**config.mk**
```make
export PLATFORM = sky130hd
export DESIGN_NAME = aps_ctrl
export DESIGN_NICKNAME = d
export VERILOG_FILES = /design/src/aps_ctrl.v /design/src/aps_sync2.v /design/src/aps_chan_sync.v
export VERILOG_INCLUDE_DIRS = /design/src
export SDC_FILE = /design/constraint.sdc
export NUM_CORES = 1
export LEC_CHECK = 0
export BUFFER_PORTS_ARGS = -buffer_cell sky130_fd_sc_hd__clkbuf_2
export CORE_ASPECT_RATIO = 0.75
export CORE_MARGIN = 5
export CORE_UTILIZATION = 48
export DETAILED_ROUTE_END_ITERATION = 12
export GPL_TIMING_DRIVEN = 0
export HOLD_SLACK_MARGIN = 0.02
export PLACE_DENSITY = 0.74
export SYNTH_ARGS = -nofsm -noshare
export SYNTH_HDL_FRONTEND = slang
export SYNTH_HIERARCHICAL = 1
export SYNTH_SLANG_ARGS = --single-unit
```
**constraint.sdc**
```tcl
create_clock -name core_clk -period 1.5 [get_ports core_clk]
set_input_delay 0.15 -clock core_clk [delete_from_list [all_inputs] [get_ports core_clk]]
set_output_delay 0.15 -clock core_clk [all_outputs]
set_load 0.01 [all_outputs]
```
**src/aps_regs.vh**
```
// Register map, field positions, reset values and codes of the
// post-loop-oscillator divider and distribution sync controller.
// Assumes a byte-wide register port with a 12-bit address.
`ifndef APS_REGS_VH
`define APS_REGS_VH

// ----------------------------------------------------------------
// Register offsets
// ----------------------------------------------------------------
`define APS_ADDR_W 12
`define APS_OFS_DIV_RESET_CTL 12'h0433
`define APS_OFS_POST_VCO_DIVIDE_RATIO 12'h0434
`define APS_OFS_DISTRIBUTION_SYNC_CONTROL 12'h0435
`define APS_OFS_DISTRIBUTION_SYNC_MASKS 12'h0436
`define APS_OFS_SYNC_STATUS 12'h0440
`define APS_OFS_SYNC_COMMAND 12'h0441
`define APS_OFS_SYNC_COUNT 12'h0442

// ----------------------------------------------------------------
// Field positions
// ----------------------------------------------------------------
`define APS_BIT_LF_BYPASS 0
`define APS_BIT_DIV_RESET 1
`define APS_BIT_SRC_SEL 2
`define APS_BIT_MASK_LOOP 2
`define APS_BIT_MASK_B 1
`define APS_BIT_MASK_A 0
`define APS_BIT_SW_SYNC 0

// ----------------------------------------------------------------
// Reset values
// ----------------------------------------------------------------
`define APS_RST_DIV_RESET_CTL 2'h0
`define APS_RST_DIVIDE_CODE 4'h0
`define APS_RST_SYNC_CONTROL 3'h0
`define APS_RST_SYNC_MASKS 3'h0

// ----------------------------------------------------------------
// Codes
// ----------------------------------------------------------------
`define APS_AUTO_OFF 2'h0
`define APS_AUTO_FREQ 2'h1
`define APS_AUTO_PHASE 2'h2
`define APS_AUTO_RSVD 2'h3
`define APS_DIV_CODE_TWO 4'h2
`define APS_DIV_CODE_FOUR 4'h4
`define APS_DIV_CODE_MAX 4'hB

`endif

```
**src/aps_ctrl.v**
```verilog
// Post-loop-oscillator divider control and distribution sync for
// output channels A and B of output analog loop zero.
// Assumes a byte register port on core_clk and pin-level status
// inputs from the analog loop, digital loop and reference path.
//
// Function
// - Four-bit divide code maps directly to ratio for codes 2 to 11 except 4; all others undefined, reset 0.
// - Source select clear: sync gated only by calibration done and lock.
// - Source select set: sync waits for next active reference edge.
// - Auto sync: 00 off, 01 on frequency lock, 10 on phase lock, 11 reserved.
// - Mask clear: sync withheld until calibrated and locked, then armed.
// - Mask set: lock state ignored, sync control settings govern.
// - Channel B mask set releases B divider and ignores all sync.
// - Channel A mask set releases A divider and ignores all sync.
// - Channel masks never enable output drivers.
// - Divider reset bit one holds post divider in reset.
//
// The plain strobed port was chosen for this implementation.
`timescale 1ns/10ps
`include "aps_regs.vh"

module aps_ctrl (
    // Clock and reset
    input wire core_clk,
    input wire rst,
    // Register port
    input wire [11:0] reg_addr,
    input wire [7:0] reg_wdata,
    input wire reg_wr,
    input wire reg_rd,
    output reg [7:0] reg_rdata,
    // Loop status pins
    input wire loop_cal_done,
    input wire loop_locked,
    input wire digital_tracking_loop_freq_lock,
    input wire digital_tracking_loop_phase_lock,
    // Active reference clock pin and external sync request pin
    input wire active_ref,
    input wire ext_sync_req,
    // Post divider control
    output reg [3:0] post_vco_divider_ratio,
    output reg post_vco_divider_ratio_valid,
    output reg post_vco_divider_reset,
    output reg loop_filter_bypass,
    // Channel divider control
    output reg output_channel_a_hold,
    output reg output_channel_a_start,
    output reg output_channel_b_hold,
    output reg output_channel_b_start,
    // Sync state
    output reg sync_armed
);

// ----------------------------------------------------------------
// Declarations
// ----------------------------------------------------------------
reg [1:0] div_reset_ctl;
reg [3:0] divide_code;
reg [2:0] sync_control;
reg [2:0] sync_masks;
reg sw_sync;
reg [7:0] sync_count;
reg sync_pending;
reg sync_pulse;
reg ref_prev;
reg freq_prev;
reg phase_prev;
reg ext_prev;
reg [7:0] next_rdata;
wire [5:0] pins_sync;
wire cal_done_s;
wire locked_s;
wire freq_s;
wire phase_s;
wire ref_s;
wire ext_s;
wire armed;
wire auto_event;
wire ext_event;
wire ref_edge;
wire sync_request;
wire sync_fire;
wire hold_a;
wire hold_b;
wire start_a;
wire start_b;
wire wr_div_reset;
wire wr_divide;
wire wr_control;
wire wr_masks;
wire wr_command;

// ----------------------------------------------------------------
// Functions
// ----------------------------------------------------------------
// Divide code to ratio; zero marks an undefined code
function [3:0] aps_div_ratio;
    input [3:0] code;
    begin
        if (code >= `APS_DIV_CODE_TWO && code <= `APS_DIV_CODE_MAX && code != `APS_DIV_CODE_FOUR) begin
            aps_div_ratio = code;
        end else begin
            aps_div_ratio = 4'h0;
        end
    end
endfunction

// Register write decode, shared by every writable register
function aps_hit;
    input [11:0] addr;
    input [11:0] ofs;
    begin
        aps_hit = (addr == ofs);
    end
endfunction

// ----------------------------------------------------------------
// Pin synchronisers
// ----------------------------------------------------------------
// All status pins come from other domains, so two flops each
aps_sync2 #(
    .WIDTH(6)
) u_pins (
    .core_clk(core_clk),
    .rst(rst),
    .async_in({ext_sync_req, active_ref, digital_tracking_loop_phase_lock, digital_tracking_loop_freq_lock, loop_locked, loop_cal_done}),
    .sync_out(pins_sync)
);

assign cal_done_s = pins_sync[0];
assign locked_s = pins_sync[1];
assign freq_s = pins_sync[2];
assign phase_s = pins_sync[3];
assign ref_s = pins_sync[4];
assign ext_s = pins_sync[5];

// ----------------------------------------------------------------
// Register write decode
// ----------------------------------------------------------------
assign wr_div_reset = reg_wr & aps_hit(reg_addr, `APS_OFS_DIV_RESET_CTL);
assign wr_divide = reg_wr & aps_hit(reg_addr, `APS_OFS_POST_VCO_DIVIDE_RATIO);
assign wr_control = reg_wr & aps_hit(reg_addr, `APS_OFS_DISTRIBUTION_SYNC_CONTROL);
assign wr_masks = reg_wr & aps_hit(reg_addr, `APS_OFS_DISTRIBUTION_SYNC_MASKS);
assign wr_command = reg_wr & aps_hit(reg_addr, `APS_OFS_SYNC_COMMAND);

// ----------------------------------------------------------------
// Configuration registers
// ----------------------------------------------------------------
// Divide-by-two legality and reprogramming order are left to
// software; the block stores whatever code is written
always @(posedge core_clk) begin
    if (rst) begin
        div_reset_ctl <= `APS_RST_DIV_RESET_CTL;
        divide_code <= `APS_RST_DIVIDE_CODE;
        sync_control <= `APS_RST_SYNC_CONTROL;
        sync_masks <= `APS_RST_SYNC_MASKS;
    end else begin
        if (wr_div_reset) begin
            div_reset_ctl <= reg_wdata[1:0];
        end
        if (wr_divide) begin
            divide_code <= reg_wdata[3:0];
        end
        if (wr_control) begin
            sync_control <= reg_wdata[2:0];
        end
        if (wr_masks) begin
            sync_masks <= reg_wdata[2:0];
        end
    end
end

// Software sync command, one-cycle self-clearing strobe
always @(posedge core_clk) begin
    if (rst) begin
        sw_sync <= 1'b0;
    end else begin
        sw_sync <= wr_command & reg_wdata[`APS_BIT_SW_SYNC];
    end
end

// ----------------------------------------------------------------
// Arming and event detection
// ----------------------------------------------------------------
// Loop mask overrides the lock detector, else wait for cal and lock
assign armed = sync_control[`APS_BIT_SRC_SEL] ? (sync_masks[`APS_BIT_MASK_LOOP] | (cal_done_s & locked_s))
    : (sync_masks[`APS_BIT_MASK_LOOP] | (cal_done_s & locked_s));

// History of synchronised levels for edge detection
// Reset level equals the idle pin level, so no false edge
always @(posedge core_clk) begin
    if (rst) begin
        ref_prev <= 1'b0;
        freq_prev <= 1'b0;
        phase_prev <= 1'b0;
        ext_prev <= 1'b0;
    end else begin
        ref_prev <= ref_s;
        freq_prev <= freq_s;
        phase_prev <= phase_s;
        ext_prev <= ext_s;
    end
end

// Auto sync on lock acquisition; reserved code does nothing
assign auto_event = (sync_control[1:0] == `APS_AUTO_FREQ) ? (freq_s & ~freq_prev) :
    (sync_control[1:0] == `APS_AUTO_PHASE) ? (phase_s & ~phase_prev) : 1'b0;
assign ext_event = ext_s & ~ext_prev;
// Arming adds no request of its own; the sync left pending by
// reset is what fires on the first arming
assign ref_edge = ref_s & ~ref_prev;
assign sync_request = auto_event | ext_event | sw_sync;

// Pending request fires when armed; reference mode also waits
// for the next active reference edge
assign sync_fire = sync_pending & armed & (~sync_control[`APS_BIT_SRC_SEL] | ref_edge);

// ----------------------------------------------------------------
// Sync pending flag and pulse
// ----------------------------------------------------------------
// A request made before arming is withheld, not lost; a new
// request in the firing cycle wins over the clear
always @(posedge core_clk) begin
    if (rst) begin
        sync_pending <= 1'b1;
        sync_pulse <= 1'b0;
    end else begin
        if (sync_request) begin
            sync_pending <= 1'b1;
        end else if (sync_fire) begin
            sync_pending <= 1'b0;
        end
        sync_pulse <= sync_fire;
    end
end

// Count of issued sync pulses, wraps, for software visibility
always @(posedge core_clk) begin
    if (rst) begin
        sync_count <= 8'h00;
    end else if (sync_pulse) begin
        sync_count <= sync_count + 8'h01;
    end
end

// ----------------------------------------------------------------
// Channel divider sync control
// ----------------------------------------------------------------
// Both channels see the same pulse so unmasked ones start aligned
aps_chan_sync u_chan_a (
    .core_clk(core_clk),
    .rst(rst),
    .sync_mask(sync_masks[`APS_BIT_MASK_A]),
    .sync_pulse(sync_pulse),
    .hold(hold_a),
    .start(start_a)
);

aps_chan_sync u_chan_b (
    .core_clk(core_clk),
    .rst(rst),
    .sync_mask(sync_masks[`APS_BIT_MASK_B]),
    .sync_pulse(sync_pulse),
    .hold(hold_b),
    .start(start_b)
);

// ----------------------------------------------------------------
// Output registers
// ----------------------------------------------------------------
// Masks drive no driver enable; driver control lives elsewhere
always @(posedge core_clk) begin
    if (rst) begin
        post_vco_divider_ratio <= 4'h0;
        post_vco_divider_ratio_valid <= 1'b0;
        post_vco_divider_reset <= 1'b0;
        loop_filter_bypass <= 1'b0;
        output_channel_a_hold <= 1'b1;
        output_channel_a_start <= 1'b0;
        output_channel_b_hold <= 1'b1;
        output_channel_b_start <= 1'b0;
        sync_armed <= 1'b0;
    end else begin
        post_vco_divider_ratio <= aps_div_ratio(divide_code);
        post_vco_divider_ratio_valid <= (aps_div_ratio(divide_code) != 4'h0);
        post_vco_divider_reset <= div_reset_ctl[`APS_BIT_DIV_RESET];
        loop_filter_bypass <= div_reset_ctl[`APS_BIT_LF_BYPASS];
        output_channel_a_hold <= hold_a;
        output_channel_a_start <= start_a;
        output_channel_b_hold <= hold_b;
        output_channel_b_start <= start_b;
        sync_armed <= armed;
    end
end

// ----------------------------------------------------------------
// Register read
// ----------------------------------------------------------------
// Reserved bits and unmapped addresses read as zero
always @* begin
    next_rdata = 8'h00;
    case (reg_addr)
        `APS_OFS_DIV_RESET_CTL: begin
            next_rdata = {6'h00, div_reset_ctl};
        end
        `APS_OFS_POST_VCO_DIVIDE_RATIO: begin
            next_rdata = {4'h0, divide_code};
        end
        `APS_OFS_DISTRIBUTION_SYNC_CONTROL: begin
            next_rdata = {5'h00, sync_control};
        end
        `APS_OFS_DISTRIBUTION_SYNC_MASKS: begin
            next_rdata = {5'h00, sync_masks};
        end
        `APS_OFS_SYNC_STATUS: begin
            next_rdata = {1'b0, hold_b, hold_a, sync_pending, armed, phase_s, locked_s, cal_done_s};
        end
        `APS_OFS_SYNC_COUNT: begin
            next_rdata = sync_count;
        end
        default: begin
            next_rdata = 8'h00;
        end
    endcase
end

// Read data stands only in the cycle after the strobe
always @(posedge core_clk) begin
    if (rst) begin
        reg_rdata <= 8'h00;
    end else if (reg_rd) begin
        reg_rdata <= next_rdata;
    end else begin
        reg_rdata <= 8'h00;
    end
end

endmodule

```
**src/aps_sync2.v**
```verilog
// Two-stage synchroniser for a group of level inputs from pins.
// Assumes inputs are quasi-static or slower than the core clock.
`timescale 1ns/10ps

module aps_sync2 #(
    parameter WIDTH = 1
) (
    // Clock and reset
    input wire core_clk,
    input wire rst,
    // Asynchronous levels in, synchronised levels out
    input wire [WIDTH-1:0] async_in,
    output reg [WIDTH-1:0] sync_out
);

reg [WIDTH-1:0] meta;

// ----------------------------------------------------------------
// Two flops; first stage feeds only the second
// ----------------------------------------------------------------
always @(posedge core_clk) begin
    if (rst) begin
        meta <= {WIDTH{1'b0}};
        sync_out <= {WIDTH{1'b0}};
    end else begin
        meta <= async_in;
        sync_out <= meta;
    end
end

endmodule

```
**src/aps_chan_sync.v**
```verilog
// Static-sync control for one distribution channel divider.
// Assumes sync_pulse is a one-cycle pulse on the core clock.
`timescale 1ns/10ps

module aps_chan_sync (
    // Clock and reset
    input wire core_clk,
    input wire rst,
    // Control
    input wire sync_mask,
    input wire sync_pulse,
    // Channel divider control
    output reg hold,
    output reg start
);

reg mask_prev;

// Remember the mask so that clearing it can restore the hold
always @(posedge core_clk) begin
    if (rst) begin
        mask_prev <= 1'b0;
    end else begin
        mask_prev <= sync_mask;
    end
end

// ----------------------------------------------------------------
// Hold until an armed sync, masked channel runs free
// ----------------------------------------------------------------
always @(posedge core_clk) begin
    if (rst) begin
        hold <= 1'b1;
        start <= 1'b0;
    end else if (sync_mask) begin
        hold <= 1'b0;
        start <= 1'b0; // Masked channel ignores sync
    end else if (sync_pulse) begin
        hold <= 1'b0;
        start <= 1'b1; // Restart from programmed phase
    end else begin
        hold <= hold | mask_prev; // Unmasked again: back to static sync
        start <= 1'b0;
    end
end

endmodule

```
==> results.md <==
- The worst path needs between 1 and 1.5 ns of the cycle, external delays included.
- The worst hold path passes through 2 cells.
- The Yosys step of the flow raised 6 warnings.
- In this design, the stage delay of the slowest critical-path cell is 0.39 ns.
- The flow ran to the end, and the final reports show no timing, DRC or antenna violations.
- The region available for standard cell placement spans between 4000 and 5000 µm².
- The global-route usage over all layers is 0.1626.
- The critical path launch point type is a flip-flop.
- The average wire length per cell after detail routing is about 14 µm.
- The largest driver fanout on the critical path is 3.
- The worst hold path startpoint is active_ref.
- The global route total overflow is 0.
- At the worst endpoint, the arrival time is about 1.5 ns.
- The worst slew margin relative to its limit is 0.6546.
- After layout, the worst setup slack is around 0.18 ns.
- The die is slightly above 90 µm wide.
- The detail route stage leaves a number of antenna-violating nets equal to 0.
- The sequential fraction of the synthesis area is 0.5200.
- The first global-routing pass estimated ~8400 µm of wire.
- The reg-to-reg critical path endpoint is sync_pending.
- The maximum clock insertion buffer count is 2.
- For this run, the top clock speed supported by timing is 0.7588 GHz.
- Dividing the synthesized area by the synthesized cell count gives 10.51 µm².
- In this run the count of I/O pins placed on the die edge is 50.
- The library cell with the highest instance count after synthesis is dfxtp_1.
- The tree is rooted in a clkbuf_8.
- The synthesized instance count is 238.
- The number of vias per cell after detailed routing is 5.164.
- The critical setup path kind is flip-flop to flip-flop.
- Setup repair after global routing left no endpoint under its margin.
- The tightest hold path in the finished design has a slack of 0.03370 ns.
- For this run, the post-layout net count is around 330.
- Before CTS, the worst setup slack after placement is -0.1771 ns.
- The completed layout was analyzed and its total power is between 3 and 4 mW.
- Data on the critical path is required at its endpoint by 1.72 ns.
- In the final routing, the length of wire on met1 measures 2374 µm.
- The final period utilization is 0.8786.
- The max capacitance violation total is 0.
- In this run the core area contains 22 standard-cell rows.
- The number of global-route vias before repair is 1794.
- The number of remaining DRC errors is 0.
- The count of buffers added by post-CTS timing repair for setup is 0.
- On the final layout, the worst clock skew is 0.006063 ns.
- The share of Yosys cell area claimed by the top area cell type is 0.5200.
- For this block, the via count after detailed routing is 1916.
- The count of cell types in the netlist is 51.
- After synthesis the netlist holds a flip-flop and latch count of 65.
- The synthesized design spends more area on one cell type than any other, namely dfxtp_1.
- The clock sink total is 65.
- After the first detailed-routing iteration, the DRC count stood at 132.
- The total length of routed met2 wires is 2252 µm.
- For the final routed database, the setup TNS stands at 0 ns.
- The top metal layer carrying routed signals is met4.
- The first TritonRoute pass finished after 4 iterations.
- The worst ir drop on vdd is 0.8054 mV.
- The path category of the worst min-delay check is input port to flip-flop.
- The signal on the critical path passes through a21oi_1 -> a21o_1 -> a2111oi_0 -> nand2_1.
- The transition time at the pin with the least slew margin is 0.5181 ns.
- Power spread over the standard cell area amounts to 1107 nW/µm².
- For this design the static power due to leakage is 1.319 nW.
- Once layout is complete, the utilization of the core stands at 0.6092.
- The endpoint with the worst hold slack is u_pins/meta[4].
- TritonCTS built the clock tree.
- The area growth from synthesis to layout is 21.30%.
- The clock slew seen by the registers of the worst setup and hold paths is 0.07 ns.
- The setup slack on the worst flop-to-flop path is 0.18 ns.
- The finished layout holds between 300 and 400 standard cells, fillers aside.
- Wires add up to 5088 µm.
- The clock reaches the later pin of the worst-skew pair after 0.33 ns.
- The count of H-tree levels built during CTS is 3.
- At the end of routability-driven placement, the weighted congestion stood at 0.9294.
- The floorplan step set the die height to 72.53 µm.
- The worst setup path is captured at a flip-flop.
- The number of diodes is 0.
- The CTS buffer count is 9.
- After synthesis, the cell types taking the most area are dfxtp_1 52%, mux2i_1 7.2%, nor2_1 3.9%, nor2b_2 2.8%, nor2b_1 2.8%.
- Port buffering added 45 buffers.
- The wire-length estimate of the detail-placed layout is 3792 µm.
- The number of slew-limit violations in the final report was 0.
- The initial antenna violation count is 0.
- When the netlist entered floorplanning its net count stood at approximately 270.
- The pin count of the biggest net entering global routing is 18.
- The slowest cell on the critical path is dfxtp_1.
- The synthesized area is 2502 µm².
- The die covers 6772 µm².
- The initial utilization of the core area, before any placement, comes to 0.5023.
- For this run, asynchronously set or reset flops after synthesis account for 0.
- The final standard cell area without fillers is 3035 µm².
- The final-report hold violation count is 0.
- The number of enable flip-flop cells after synthesis is 0.
- The critical path buffer and inverter count is 0.
- The share of final-layout standard cells stronger than drive strength 1 is 0.3110.
- In this run the critical register-to-register path is launched from u_pins/sync_out[1].
- The number of failing setup endpoints in the final timing report is 0.
- Counting instances in the post-synthesis netlist gives the leading cell types as 65 x dfxtp_1, 26 x nor2_1, 18 x mux2i_1.
- The dominant delay contributor by cell family on the critical path is compound AO/OA/AOI/OAI gates.
- The number of cells on the worst reg-to-reg path is 4.
- The number of placed instances, taps included, is 355.
- The placed instances occupy a cell area of 2818 µm².
- The met3 wire length is between 300 and 400 µm.
- For this run, the leading register cell type out of synthesis is dfxtp_1.
## power by group
group          switching (mW)  total (mW)  internal, mW
clock network           0.638        1.44         0.799
registers             0.00867        1.75          1.75
logic                  0.0910       0.169        0.0776
total                   0.738        3.36          2.62
## flip-flops by register name, indices dropped and copies added (netlist names), 2 cells and up
register,cells
div_reset_ctl,2
divide_code,4
post_vco_divider_ratio,4
reg_rdata,8
sync_control,3
sync_count,8
sync_masks,3
u_pins/meta,6
u_pins/sync_out,6
## timing repair
| item | CTS | global route |
|---|---|---|
| hold buffers | 1 | 1 |
| resized for setup | 0 | 2 |
| setup endpoints to repair | 2 | 3 |
| hold endpoints to repair | 1 | 1 |
## routing by layer
metal  GRT usage  up-vias
met4     0.07317        0
met1      0.2058      900
li1            -      939
met2      0.2441       65
met5           0        -
met3     0.06528       12
## cells in the final DEF (no fill, tap or decap), types with 6 or more instances in the layout
cell type  count
nand4_1        6
clkbuf_2      45
nand2_1        9
nor2b_1       11
nand3b_1       6
a21oi_1        7
nor2_1        26
nor2b_2        8
dfxtp_1       64
mux2i_1       18
clkbuf_8      10
## area by class of cell
type | instances | area (µm²)
well taps | 72 | 90.09
clock inverters | 5 | 56.30
plain buffers | 8 | 40.04
repair buffers | 47 | 245.2
fillers | 441 | 1947
clock buffers | 10 | 137.6
multi-input cells | 160 | 1149
inverters | 4 | 15.01
flip-flops and latches | 65 | 1303
## logic make-up after synthesis
group                      after synthesis  share of synthesized area
AOI/OAI and AO/OA                       25                    0.06400
xor gates and xnor gates                 5                    0.01750
adders and majority gates                1                   0.004999
buffers and inverters                   13                    0.02350
DFF                                     65                     0.5200
muxes                                   21                    0.08700
and+or+nand+nor                        108                     0.2830
## worst register-to-register path: stages (launching register included)
cell and delay (ns):
dfxtp_1 0.39, a21oi_1 0.15, a21o_1 0.19, a2111oi_0 0.39, nand2_1 0.09
## worst max path at each step
stage                                  start               end  slack [ns]  depth (start not counted)
final                     u_pins/sync_out[1]      sync_pending        0.18                          4
after global routing      u_pins/sync_out[0]      sync_pending        0.05                          4
after CTS                         sync_pulse     sync_count[7]        0.05                          3
after detailed placement         reg_addr[3]     sync_masks[1]       -0.18                          5
after global placement           reg_addr[3]   sync_control[1]       -0.16                          5
after floorplan                  reg_addr[3]  div_reset_ctl[1]        0.04                          4
Note: power is estimated with default switching activity, not from simulation.
